### src/rx_cond_pkg.sv
// constants, codes and carriers for the receive timeslot conditioning and signaling block
// Summary of operation
// - code 0x5 replaces the timeslot octet with the busy octet 0x7f.
// - code 0x6 replaces the timeslot octet with the vacant octet 0xff.
// - code 0x7 sends 111 followed by the timeslot number.
// - code 0x8 replaces the octet with the out-of-frame code 0x1a.
// - codes 0x9 and 0xa send the A-law and mu-law milliwatt sequences.
// - code 0xb inverts only the most significant bit of the octet.
// - code 0xc inverts every bit except the most significant one.
// - code 0xd sends pseudo-random data, type chosen by pattern type bit.
// - code 0xf takes the octet from the selected D/E data source.
// - each slot has a user octet, reset all ones, sent under code 0x4.
// - substitution enable bit 6 replaces received ABCD bits with programmed values.
// - substitution touches PCM output only; array and signaling pin keep received bits.
// - overhead enable bit 5 drives the slot's array contents onto the overhead pin.
// - with debounce bit 4, update array and pin after two equal superframes.
// - with debounce, differing consecutive superframes leave array and pin unchanged.
// - without debounce, array and pin follow every received signaling change.
// - every slot has a 4-bit code; codes 0x0 and 0xe pass the octet.
// - codes 0x1, 0x2, 0x3 xor the octet with 0xff, 0xaa, 0x55.
// - conditioning is applied per slot before the octet reaches the backplane.
package rx_cond_pkg;

  localparam logic [4:0]  LAST_SLOT      = 5'h17;
  localparam logic [15:0] COND_BASE      = 16'h0360;
  localparam logic [15:0] USER_BASE      = 16'h0380;
  localparam logic [15:0] SIGCTL_BASE    = 16'h03a0;
  localparam logic [15:0] SIGSUB_BASE    = 16'h0400;
  localparam logic [15:0] SIGARR_BASE    = 16'h0500;
  localparam logic [15:0] DE_SEL_ADDR    = 16'h010c;
  localparam logic [15:0] PTYPE_ADDR     = 16'h0123;
  localparam int          SIGC_BIT       = 6;
  localparam int          OH_BIT         = 5;
  localparam int          DEB_BIT        = 4;
  localparam int          PTYPE_BIT      = 7;
  localparam logic [3:0]  COND_RST       = 4'h0;
  localparam logic [7:0]  USER_RST       = 8'hff;
  localparam logic [7:0]  SIGCTL_RST     = 8'h00;
  localparam logic [3:0]  SIGSUB_RST     = 4'h0;
  localparam logic [3:0]  SIGARR_RST     = 4'h0;
  localparam logic [7:0]  BUSY_OCTET     = 8'h7f;
  localparam logic [7:0]  VACANT_OCTET   = 8'hff;
  localparam logic [7:0]  MOOF_OCTET     = 8'h1a;
  localparam logic [7:0]  XOR_ALL        = 8'hff;
  localparam logic [7:0]  XOR_EVEN       = 8'haa;
  localparam logic [7:0]  XOR_ODD        = 8'h55;
  localparam logic [7:0]  MSB_MASK       = 8'h80;
  localparam logic [7:0]  LOW_MASK       = 8'h7f;
  localparam logic [2:0]  BUSY_TS_PREFIX = 3'h7;
  localparam logic [63:0] MW_ALAW        = 64'h3421_2134_b4a1_a1b4;
  localparam logic [63:0] MW_MULAW       = 64'h1e0b_0b1e_9e8b_8b9e;
  localparam logic [14:0] PRBS_SEED      = 15'h7fff;
  localparam logic [19:0] QRTS_SEED      = 20'hfffff;

  typedef enum logic [3:0] {
    COND_PASS     = 4'h0,
    COND_INV_ALL  = 4'h1,
    COND_INV_EVEN = 4'h2,
    COND_INV_ODD  = 4'h3,
    COND_USER     = 4'h4,
    COND_BUSY     = 4'h5,
    COND_VACANT   = 4'h6,
    COND_BUSY_TS  = 4'h7,
    COND_MOOF     = 4'h8,
    COND_MW_ALAW  = 4'h9,
    COND_MW_MULAW = 4'ha,
    COND_INV_MSB  = 4'hb,
    COND_INV_LOW  = 4'hc,
    COND_PRBS     = 4'hd,
    COND_PASS_E   = 4'he,
    COND_DE       = 4'hf
  } cond_code_e;

  // sig_bit: 0 = plain octet, 1..4 = LSB carries robbed bit A..D
  typedef struct packed {
    logic       valid;
    logic [4:0] slot;
    logic [2:0] sig_bit;
    logic [7:0] data;
  } pcm_octet_s;

  // abcd[3] is bit A, abcd[0] is bit D
  typedef struct packed {
    logic       valid;
    logic [4:0] slot;
    logic [3:0] abcd;
  } sig_word_s;

endpackage

### src/rx_slot_cond.sv
// receive timeslot conditioning, signaling substitution, debounce and overhead routing
`timescale 1ns/100ps
module rx_slot_cond
  import rx_cond_pkg::*;
(
  // clock and reset
  input  wire logic        i_sys_clk,
  input  wire logic        i_resetn,
  // register port
  input  wire logic [15:0] i_reg_addr,
  input  wire logic [7:0]  i_reg_wdata,
  input  wire logic        i_reg_wr,
  input  wire logic        i_reg_rd,
  output logic      [7:0]  o_reg_rdata,
  // received stream
  input  wire pcm_octet_s  i_rx_octet,
  input  wire logic [31:0] i_de_octets,
  input  wire sig_word_s   i_rx_sig,
  // backplane side
  output pcm_octet_s       o_rx_pcm_serial_out,
  output sig_word_s        o_rx_signaling_pin,
  output sig_word_s        o_rx_overhead_pin
);

  logic [3:0]  rx_slot_condition_code [24];
  logic [7:0]  rx_user_code_value     [24];
  logic [7:0]  rx_signaling_control   [24];
  logic [3:0]  rx_signaling_substitute_values [24];
  logic [3:0]  rx_signaling_array     [24];
  logic [3:0]  sig_pending            [24];
  logic [2:0]  de_select_reg;
  logic        ptype_reg;
  logic [7:0]  rdata_reg;
  logic [2:0]  mw_phase_reg;
  logic [14:0] prbs_reg;
  logic [19:0] qrts_reg;
  pcm_octet_s  pcm_reg;
  sig_word_s   sig_pin_reg;
  sig_word_s   oh_pin_reg;

  // register decode
  wire [4:0]  wr_idx     = i_reg_addr[4:0];
  wire        idx_ok     = wr_idx <= LAST_SLOT;
  wire        hit_cond   = idx_ok && (i_reg_addr[15:5] == COND_BASE[15:5]);
  wire        hit_user   = idx_ok && (i_reg_addr[15:5] == USER_BASE[15:5]);
  wire        hit_sigctl = idx_ok && (i_reg_addr[15:5] == SIGCTL_BASE[15:5]);
  wire        hit_sigsub = idx_ok && (i_reg_addr[15:5] == SIGSUB_BASE[15:5]);
  wire        hit_sigarr = idx_ok && (i_reg_addr[15:5] == SIGARR_BASE[15:5]);
  wire        hit_de     = i_reg_addr == DE_SEL_ADDR;
  wire        hit_ptype  = i_reg_addr == PTYPE_ADDR;
  wire [7:0]  rdata_next =
    !i_reg_rd  ? 8'h00 :
    hit_cond   ? {4'h0, rx_slot_condition_code[wr_idx]} :
    hit_user   ? rx_user_code_value[wr_idx] :
    hit_sigctl ? rx_signaling_control[wr_idx] :
    hit_sigsub ? {4'h0, rx_signaling_substitute_values[wr_idx]} :
    hit_sigarr ? {4'h0, rx_signaling_array[wr_idx]} :
    hit_de     ? {5'h00, de_select_reg} :
    hit_ptype  ? {ptype_reg, 7'h00} :
    8'h00;

  // octet path selection
  wire        in_ok     = i_rx_octet.valid && (i_rx_octet.slot <= LAST_SLOT);
  wire [4:0]  in_slot   = in_ok ? i_rx_octet.slot : 5'h00;
  wire [7:0]  rx_data   = i_rx_octet.data;
  wire [3:0]  cur_code  = rx_slot_condition_code[in_slot];
  wire [7:0]  cur_user  = rx_user_code_value[in_slot];
  wire [7:0]  cur_ctl   = rx_signaling_control[in_slot];
  wire [3:0]  cur_sub   = rx_signaling_substitute_values[in_slot];
  wire [5:0]  mw_shift  = {~mw_phase_reg, 3'h0};
  wire [7:0]  mw_alaw   = MW_ALAW[mw_shift +: 8];
  wire [7:0]  mw_mulaw  = MW_MULAW[mw_shift +: 8];
  wire [4:0]  de_shift  = {de_select_reg[1:0], 3'h0};
  wire [7:0]  de_octet  = i_de_octets[de_shift +: 8];
  wire        frame_end = in_ok && (i_rx_octet.slot == LAST_SLOT);
  wire        prbs_use  = in_ok && (cur_code == COND_PRBS);
  wire        sub_here  = cur_ctl[SIGC_BIT] && (i_rx_octet.sig_bit != 3'h0) && (i_rx_octet.sig_bit <= 3'h4);
  wire [1:0]  sub_pos   = 2'(3'h4 - i_rx_octet.sig_bit);

  logic [7:0]  cond_octet;
  logic [7:0]  prbs_bits;
  logic [7:0]  qrts_bits;
  logic [14:0] prbs_next;
  logic [19:0] qrts_next;

  always_comb
  begin
    case (cur_code)
      COND_INV_ALL:  cond_octet = rx_data ^ XOR_ALL;
      COND_INV_EVEN: cond_octet = rx_data ^ XOR_EVEN;
      COND_INV_ODD:  cond_octet = rx_data ^ XOR_ODD;
      COND_USER:     cond_octet = cur_user;
      COND_BUSY:     cond_octet = BUSY_OCTET;
      COND_VACANT:   cond_octet = VACANT_OCTET;
      COND_BUSY_TS:  cond_octet = {BUSY_TS_PREFIX, in_slot};
      COND_MOOF:     cond_octet = MOOF_OCTET;
      COND_MW_ALAW:  cond_octet = mw_alaw;
      COND_MW_MULAW: cond_octet = mw_mulaw;
      COND_INV_MSB:  cond_octet = rx_data ^ MSB_MASK;
      COND_INV_LOW:  cond_octet = rx_data ^ LOW_MASK;
      COND_PRBS:     cond_octet = ptype_reg ? qrts_bits : prbs_bits;
      COND_DE:       cond_octet = de_octet;
      default:       cond_octet = rx_data;
    endcase
  end

  // only the generator picked by ptype_reg steps eight bits per substituted octet; the quasi-random
  // source is a plain 20-stage sequence, without the 14-zero suppression
  always_comb
  begin
    prbs_next = prbs_reg;
    qrts_next = qrts_reg;
    prbs_bits = 8'h00;
    qrts_bits = 8'h00;
    for (int k = 0; k < 8; k++)
    begin
      prbs_bits = {prbs_bits[6:0], prbs_next[14] ^ prbs_next[13]};
      prbs_next = {prbs_next[13:0], prbs_next[14] ^ prbs_next[13]};
      qrts_bits = {qrts_bits[6:0], qrts_next[19] ^ qrts_next[16]};
      qrts_next = {qrts_next[18:0], qrts_next[19] ^ qrts_next[16]};
    end
  end

  // substitution acts on the PCM copy only
  wire [7:0]  pcm_data  = sub_here ? {cond_octet[7:1], cur_sub[sub_pos]} : cond_octet;

  // signaling path
  wire        sig_ok    = i_rx_sig.valid && (i_rx_sig.slot <= LAST_SLOT);
  wire [4:0]  sig_slot  = sig_ok ? i_rx_sig.slot : 5'h00;
  wire [7:0]  sig_ctl   = rx_signaling_control[sig_slot];
  wire        sig_same  = i_rx_sig.abcd == sig_pending[sig_slot];
  wire        sig_take  = sig_ok && (!sig_ctl[DEB_BIT] || sig_same);
  wire [3:0]  arr_next  = sig_take ? i_rx_sig.abcd : rx_signaling_array[sig_slot];

  always_ff @(posedge i_sys_clk or negedge i_resetn)
  begin
    if (!i_resetn)
    begin
      for (int s = 0; s < 24; s++)
      begin
        rx_slot_condition_code[s]         <= COND_RST;
        rx_user_code_value[s]             <= USER_RST;
        rx_signaling_control[s]           <= SIGCTL_RST;
        rx_signaling_substitute_values[s] <= SIGSUB_RST;
      end
      de_select_reg <= 3'h0;
      ptype_reg     <= 1'b0;
      rdata_reg     <= 8'h00;
    end
    else
    begin
      if (i_reg_wr && hit_cond)
        rx_slot_condition_code[wr_idx] <= i_reg_wdata[3:0];
      if (i_reg_wr && hit_user)
        rx_user_code_value[wr_idx] <= i_reg_wdata;
      if (i_reg_wr && hit_sigctl)
        rx_signaling_control[wr_idx] <= i_reg_wdata;
      if (i_reg_wr && hit_sigsub)
        rx_signaling_substitute_values[wr_idx] <= i_reg_wdata[3:0];
      if (i_reg_wr && hit_de)
        de_select_reg <= i_reg_wdata[2:0];
      if (i_reg_wr && hit_ptype)
        ptype_reg <= i_reg_wdata[PTYPE_BIT];
      rdata_reg <= rdata_next;
    end
  end

  always_ff @(posedge i_sys_clk or negedge i_resetn)
  begin
    if (!i_resetn)
    begin
      mw_phase_reg <= 3'h0;
      prbs_reg     <= PRBS_SEED;
      qrts_reg     <= QRTS_SEED;
      pcm_reg      <= '0;
    end
    else
    begin
      if (frame_end)
        mw_phase_reg <= mw_phase_reg + 3'h1;
      if (prbs_use && !ptype_reg)
        prbs_reg <= prbs_next;
      if (prbs_use && ptype_reg)
        qrts_reg <= qrts_next;
      pcm_reg <= '{valid: in_ok, slot: in_slot, sig_bit: i_rx_octet.sig_bit, data: pcm_data};
    end
  end

  always_ff @(posedge i_sys_clk or negedge i_resetn)
  begin
    if (!i_resetn)
    begin
      for (int s = 0; s < 24; s++)
      begin
        rx_signaling_array[s] <= SIGARR_RST;
        sig_pending[s]        <= SIGARR_RST;
      end
      sig_pin_reg <= '0;
      oh_pin_reg  <= '0;
    end
    else
    begin
      if (sig_ok)
        sig_pending[sig_slot] <= i_rx_sig.abcd;
      if (sig_take)
        rx_signaling_array[sig_slot] <= i_rx_sig.abcd;
      sig_pin_reg <= '{valid: sig_ok, slot: sig_slot, abcd: arr_next};
      oh_pin_reg  <= '{valid: sig_ok && sig_ctl[OH_BIT], slot: sig_slot, abcd: arr_next};
    end
  end

  assign o_reg_rdata         = rdata_reg;
  assign o_rx_pcm_serial_out = pcm_reg;
  assign o_rx_signaling_pin  = sig_pin_reg;
  assign o_rx_overhead_pin   = oh_pin_reg;

  wire plain = in_ok && !sub_here;
endmodule

### config.mk
export PLATFORM = sky130hd
export DESIGN_NAME = rx_slot_cond
export DESIGN_NICKNAME = d
export VERILOG_FILES = /design/src/rx_cond_pkg.sv /design/src/rx_slot_cond.sv
export SDC_FILE = /design/constraint.sdc
export NUM_CORES = 2
export LEC_CHECK = 0
export BUFFER_PORTS_ARGS = -buffer_cell sky130_fd_sc_hd__buf_4
export CAP_MARGIN = 20
export CELL_PAD_IN_SITES_DETAIL_PLACEMENT = 1
export CELL_PAD_IN_SITES_GLOBAL_PLACEMENT = 2
export CORE_MARGIN = 2
export CORE_UTILIZATION = 48
export DETAILED_ROUTE_END_ITERATION = 12
export GPL_TIMING_DRIVEN = 0
export PLACE_DENSITY_LB_ADDON = 0.05
export RECOVER_POWER = 50
export SYNTH_ARGS = -nofsm -noshare
export SYNTH_HDL_FRONTEND = slang
export SYNTH_SLANG_ARGS = --single-unit
### constraint.sdc
create_clock -name i_sys_clk -period 6.5 [get_ports i_sys_clk]
set_input_delay 0.325 -clock i_sys_clk [delete_from_list [all_inputs] [get_ports i_sys_clk]]
set_output_delay 0.325 -clock i_sys_clk [all_outputs]
set_load 0.02 [all_outputs]
==> impl_metrics.ini <==
[outcome]
outcome = finished with violations
violations = max-capacitance violations, max-slew violations

[worst_hold_path]
hold_depth = 4
min_from = i_rx_octet[3]
min_to = o_rx_pcm_serial_out[3]$_DFF_PN0_
hp-class = in -> reg

[worst_setup_path]
crit_path_end_kind = flop
cpMostUsedCell = clkbuf_1
ff2ff_setup_slack_ns = 2.72
cp-start-kind = input port
cp_top_family = buffers and inverters
cp.arrival_ns = 5.92
cp.required_ns = 7.09
reg2reg_from = rx_slot_condition_code[17]$_DFFE_PN0P_
crit_chain = clkbuf_1, clkbuf_1, clkbuf_1, clkbuf_1, nor2b_1, clkbuf_1, nand2_1, nor2_2, mux2_2
ff2ff_path_depth = 10
path_buf_inv = 5
r2r-end = o_rx_pcm_serial_out[3]$_DFF_PN0_
critPathMaxStageDelay_ns = 1.27
critPathMaxFanout = 10
critical_path_class = in -> reg
cp_slowest_cell = clkbuf_1

[drt]
wire_per_inst_um = 39.5
wl_met1_mm = 75.2
viasPerCell = 6.89
drt_pass1_iterations = 6
postRouteWirelength_mm = 201
drc_errors = 0
dr.max_layer_used = met5
wl_met3_mm = 17.7
num_vias = 35100
dr.first_iter.drc_count = 3481
ant_nets = 0
wl_met2_mm = 93.1

[cts]
htreeDepth = 3
post_cts_buffers = 0
clk_pin_slew_ns = 0.06
cts-root-buf = clkbuf_16
cts_made_buffers = 96
tritoncts = built
cts.sinks = 846
clockBufferDepth = 3
clk_latency_ns = 0.72

[timing]
fin_setup_tns_ns = 0
finClkSkew_ns = 0.0354
max_slew_margin_pct = -114
worst_pin_slew_ns = 3.22
finalSetupViolCount = 0
drv_slew = 255
fin_crit_ns = 5.33
hold_ws_ns = 0.0738
period_share_pct = 82.1
rsz0062_at_grt = no
clock.fmax_mhz = 187
hold_violations = 0

[floorplanning]
die_w_um = 310
die_y_um = 310
start_util_pct = 48.4
rows = 112
fp.coreArea_um2 = 93000
die-area_um2 = 96200
ios = 132

[synth]
yosysMostFrequentCell = mux2_2
synth_top_area_cell = dfrtp_1
postSynth.topFlopCell = dfrtp_1
synth_cell_types = 91
syn_inst = 3505
synth_top_area_share_pct = 34.4
synth_nets = 3594
synth_edf_count = 0
yosys_register_bits = 846
seq_area_frac_synth_pct = 47.7
yosys_warnings = 0
synth_area_um2 = 45000
yosys-top-cells-area = dfrtp_1 (34%), mux2_2 (21%), dfstp_2 (13%)
avgSynthCellArea_um2 = 12.8
yosys-top-cells-count = mux2_2 (836), dfrtp_1 (619), dfstp_2 (227)
async_reset_ff_share_pct = 100

[power]
power.leakage_nw = 22.0
ir_drop_mv = 0.218
power_density_nw_per_um2 = 256

[final_layout]
fin_nets = 3842
drive_above_1_share_pct = 43.9
design_area_um2 = 51100
fin_util_pct = 54.9
final_cells = 5093
top_regs = rx_signaling_control (192), rx_user_code_value (192)
syn_to_final_growth_pct = 13.5
fill_cells = 9365

[grt]
grt_max_degree = 127
track_usage_pct = 41.9
antenna_found_initial = 7
first_global_vias = 37000
grt-ovfl-total = 0
grt_pass1_wl_mm = 282

[placed_design]
gp_congestion = 1.02
dpl.hpwl_mm = 145
dp.cells = 4895
post_dp_cell_area_um2 = 47800
portBuffers = 114

[flow_run]
drv_cap = 3
## area by class of cell
type                    instances  area, um2  share of cell area [%]
diodes                          6       15.0                  0.0294
clock buffers                 134       2720                    5.32
repair buffers                150       1180                    2.31
multi-input cells            2325      22100                    43.3
well taps                    1254       1570                    3.07
inverters                      35        134                   0.262
clock inverters                44        567                    1.11
plain buffers                 299       1300                    2.55
flip-flops and latches        846      21500                    42.0
## tightest hold or removal path: stages
cell and delay, ns:
buf_4 0.10, a22oi_1 0.06, o21ai_1 0.08, mux2_2 0.15
## repair_timing
item,4_1_cts,5_1_grt
hold buffers,11,0
hold endpoints to repair,19,0
gates resized for setup,0,0
## power by group
part / total [mW] / internal (mW) / leakage [nW] / switching (mW)
Sequential: 5.68 / 5.52 / 10.7 / 0.166
Clock: 5.74 / 3.30 / 1.60 / 2.44
Combinational: 1.66 / 0.573 / 9.68 / 1.09
## worst max-delay path by stage
| stage | from | endpoint | slack (ns) | depth (start not counted) |
|---|---|---|---|---|
| floorplan | i_reg_addr[12] | rx_user_code_value[168]$_DFFE_PN1P_ | 3.65 | 9 |
| global placement | i_resetn | sig_pending[75]$_DFFE_PN0P_ | -4.35 | 1 |
| detailed placement | i_reg_addr[1] | rx_signaling_control[99]$_DFFE_PN0P_ | 1.27 | 8 |
| CTS | i_reg_addr[1] | rx_signaling_control[103]$_DFFE_PN0P_ | 2.00 | 8 |
| global route | i_reg_addr[0] | rx_signaling_control[118]$_DFFE_PN0P_ | 0.97 | 9 |
| finish | i_reg_addr[0] | rx_signaling_control[112]$_DFFE_PN0P_ | 1.17 | 9 |
## layer usage
metal  vias up  global-route usage, %
met4         6                   27.4
met1     18700                   50.9
li1      13800                      -
met2      1988                   66.5
met3       678                   10.5
met5         -                      0
## logic make-up after synthesis
group                    share of synthesized area, %
AND/OR/NAND/NOR                                  6.54
AO/OA/AOI/OAI                                    8.30
flip-flops                                       47.7
buffers and inverters                            3.19
adder cells (fa/ha/maj)                        0.0779
multiplexers                                     33.7
XOR/XNOR                                        0.506
## cells in the final DEF (no fill, tap or decap), drive strengths merged, types with 36 or more instances in the layout
cell	n
buf	209
mux2	840
o22ai	38
nand3	65
o21ai	103
a211oi	62
a221oi	48
inv	36
mux2i	107
dfstp	227
a21oi	101
nor2	159
nand2	220
mux4	206
clkbuf	363
dfrtp	619
## stage by stage
step | setup slack (ns) | total power [mW]
6_report | 1.17 | 13.1
2_1_floorplan | 3.65 | 6.59
3_3_place_gp | -4.35 | 7.31
4_1_cts | 2.00 | 13.1
3_5_place_dp | 1.27 | 7.40
5_1_grt | 0.974 | 13.4
(Power assumes the default switching activity.)
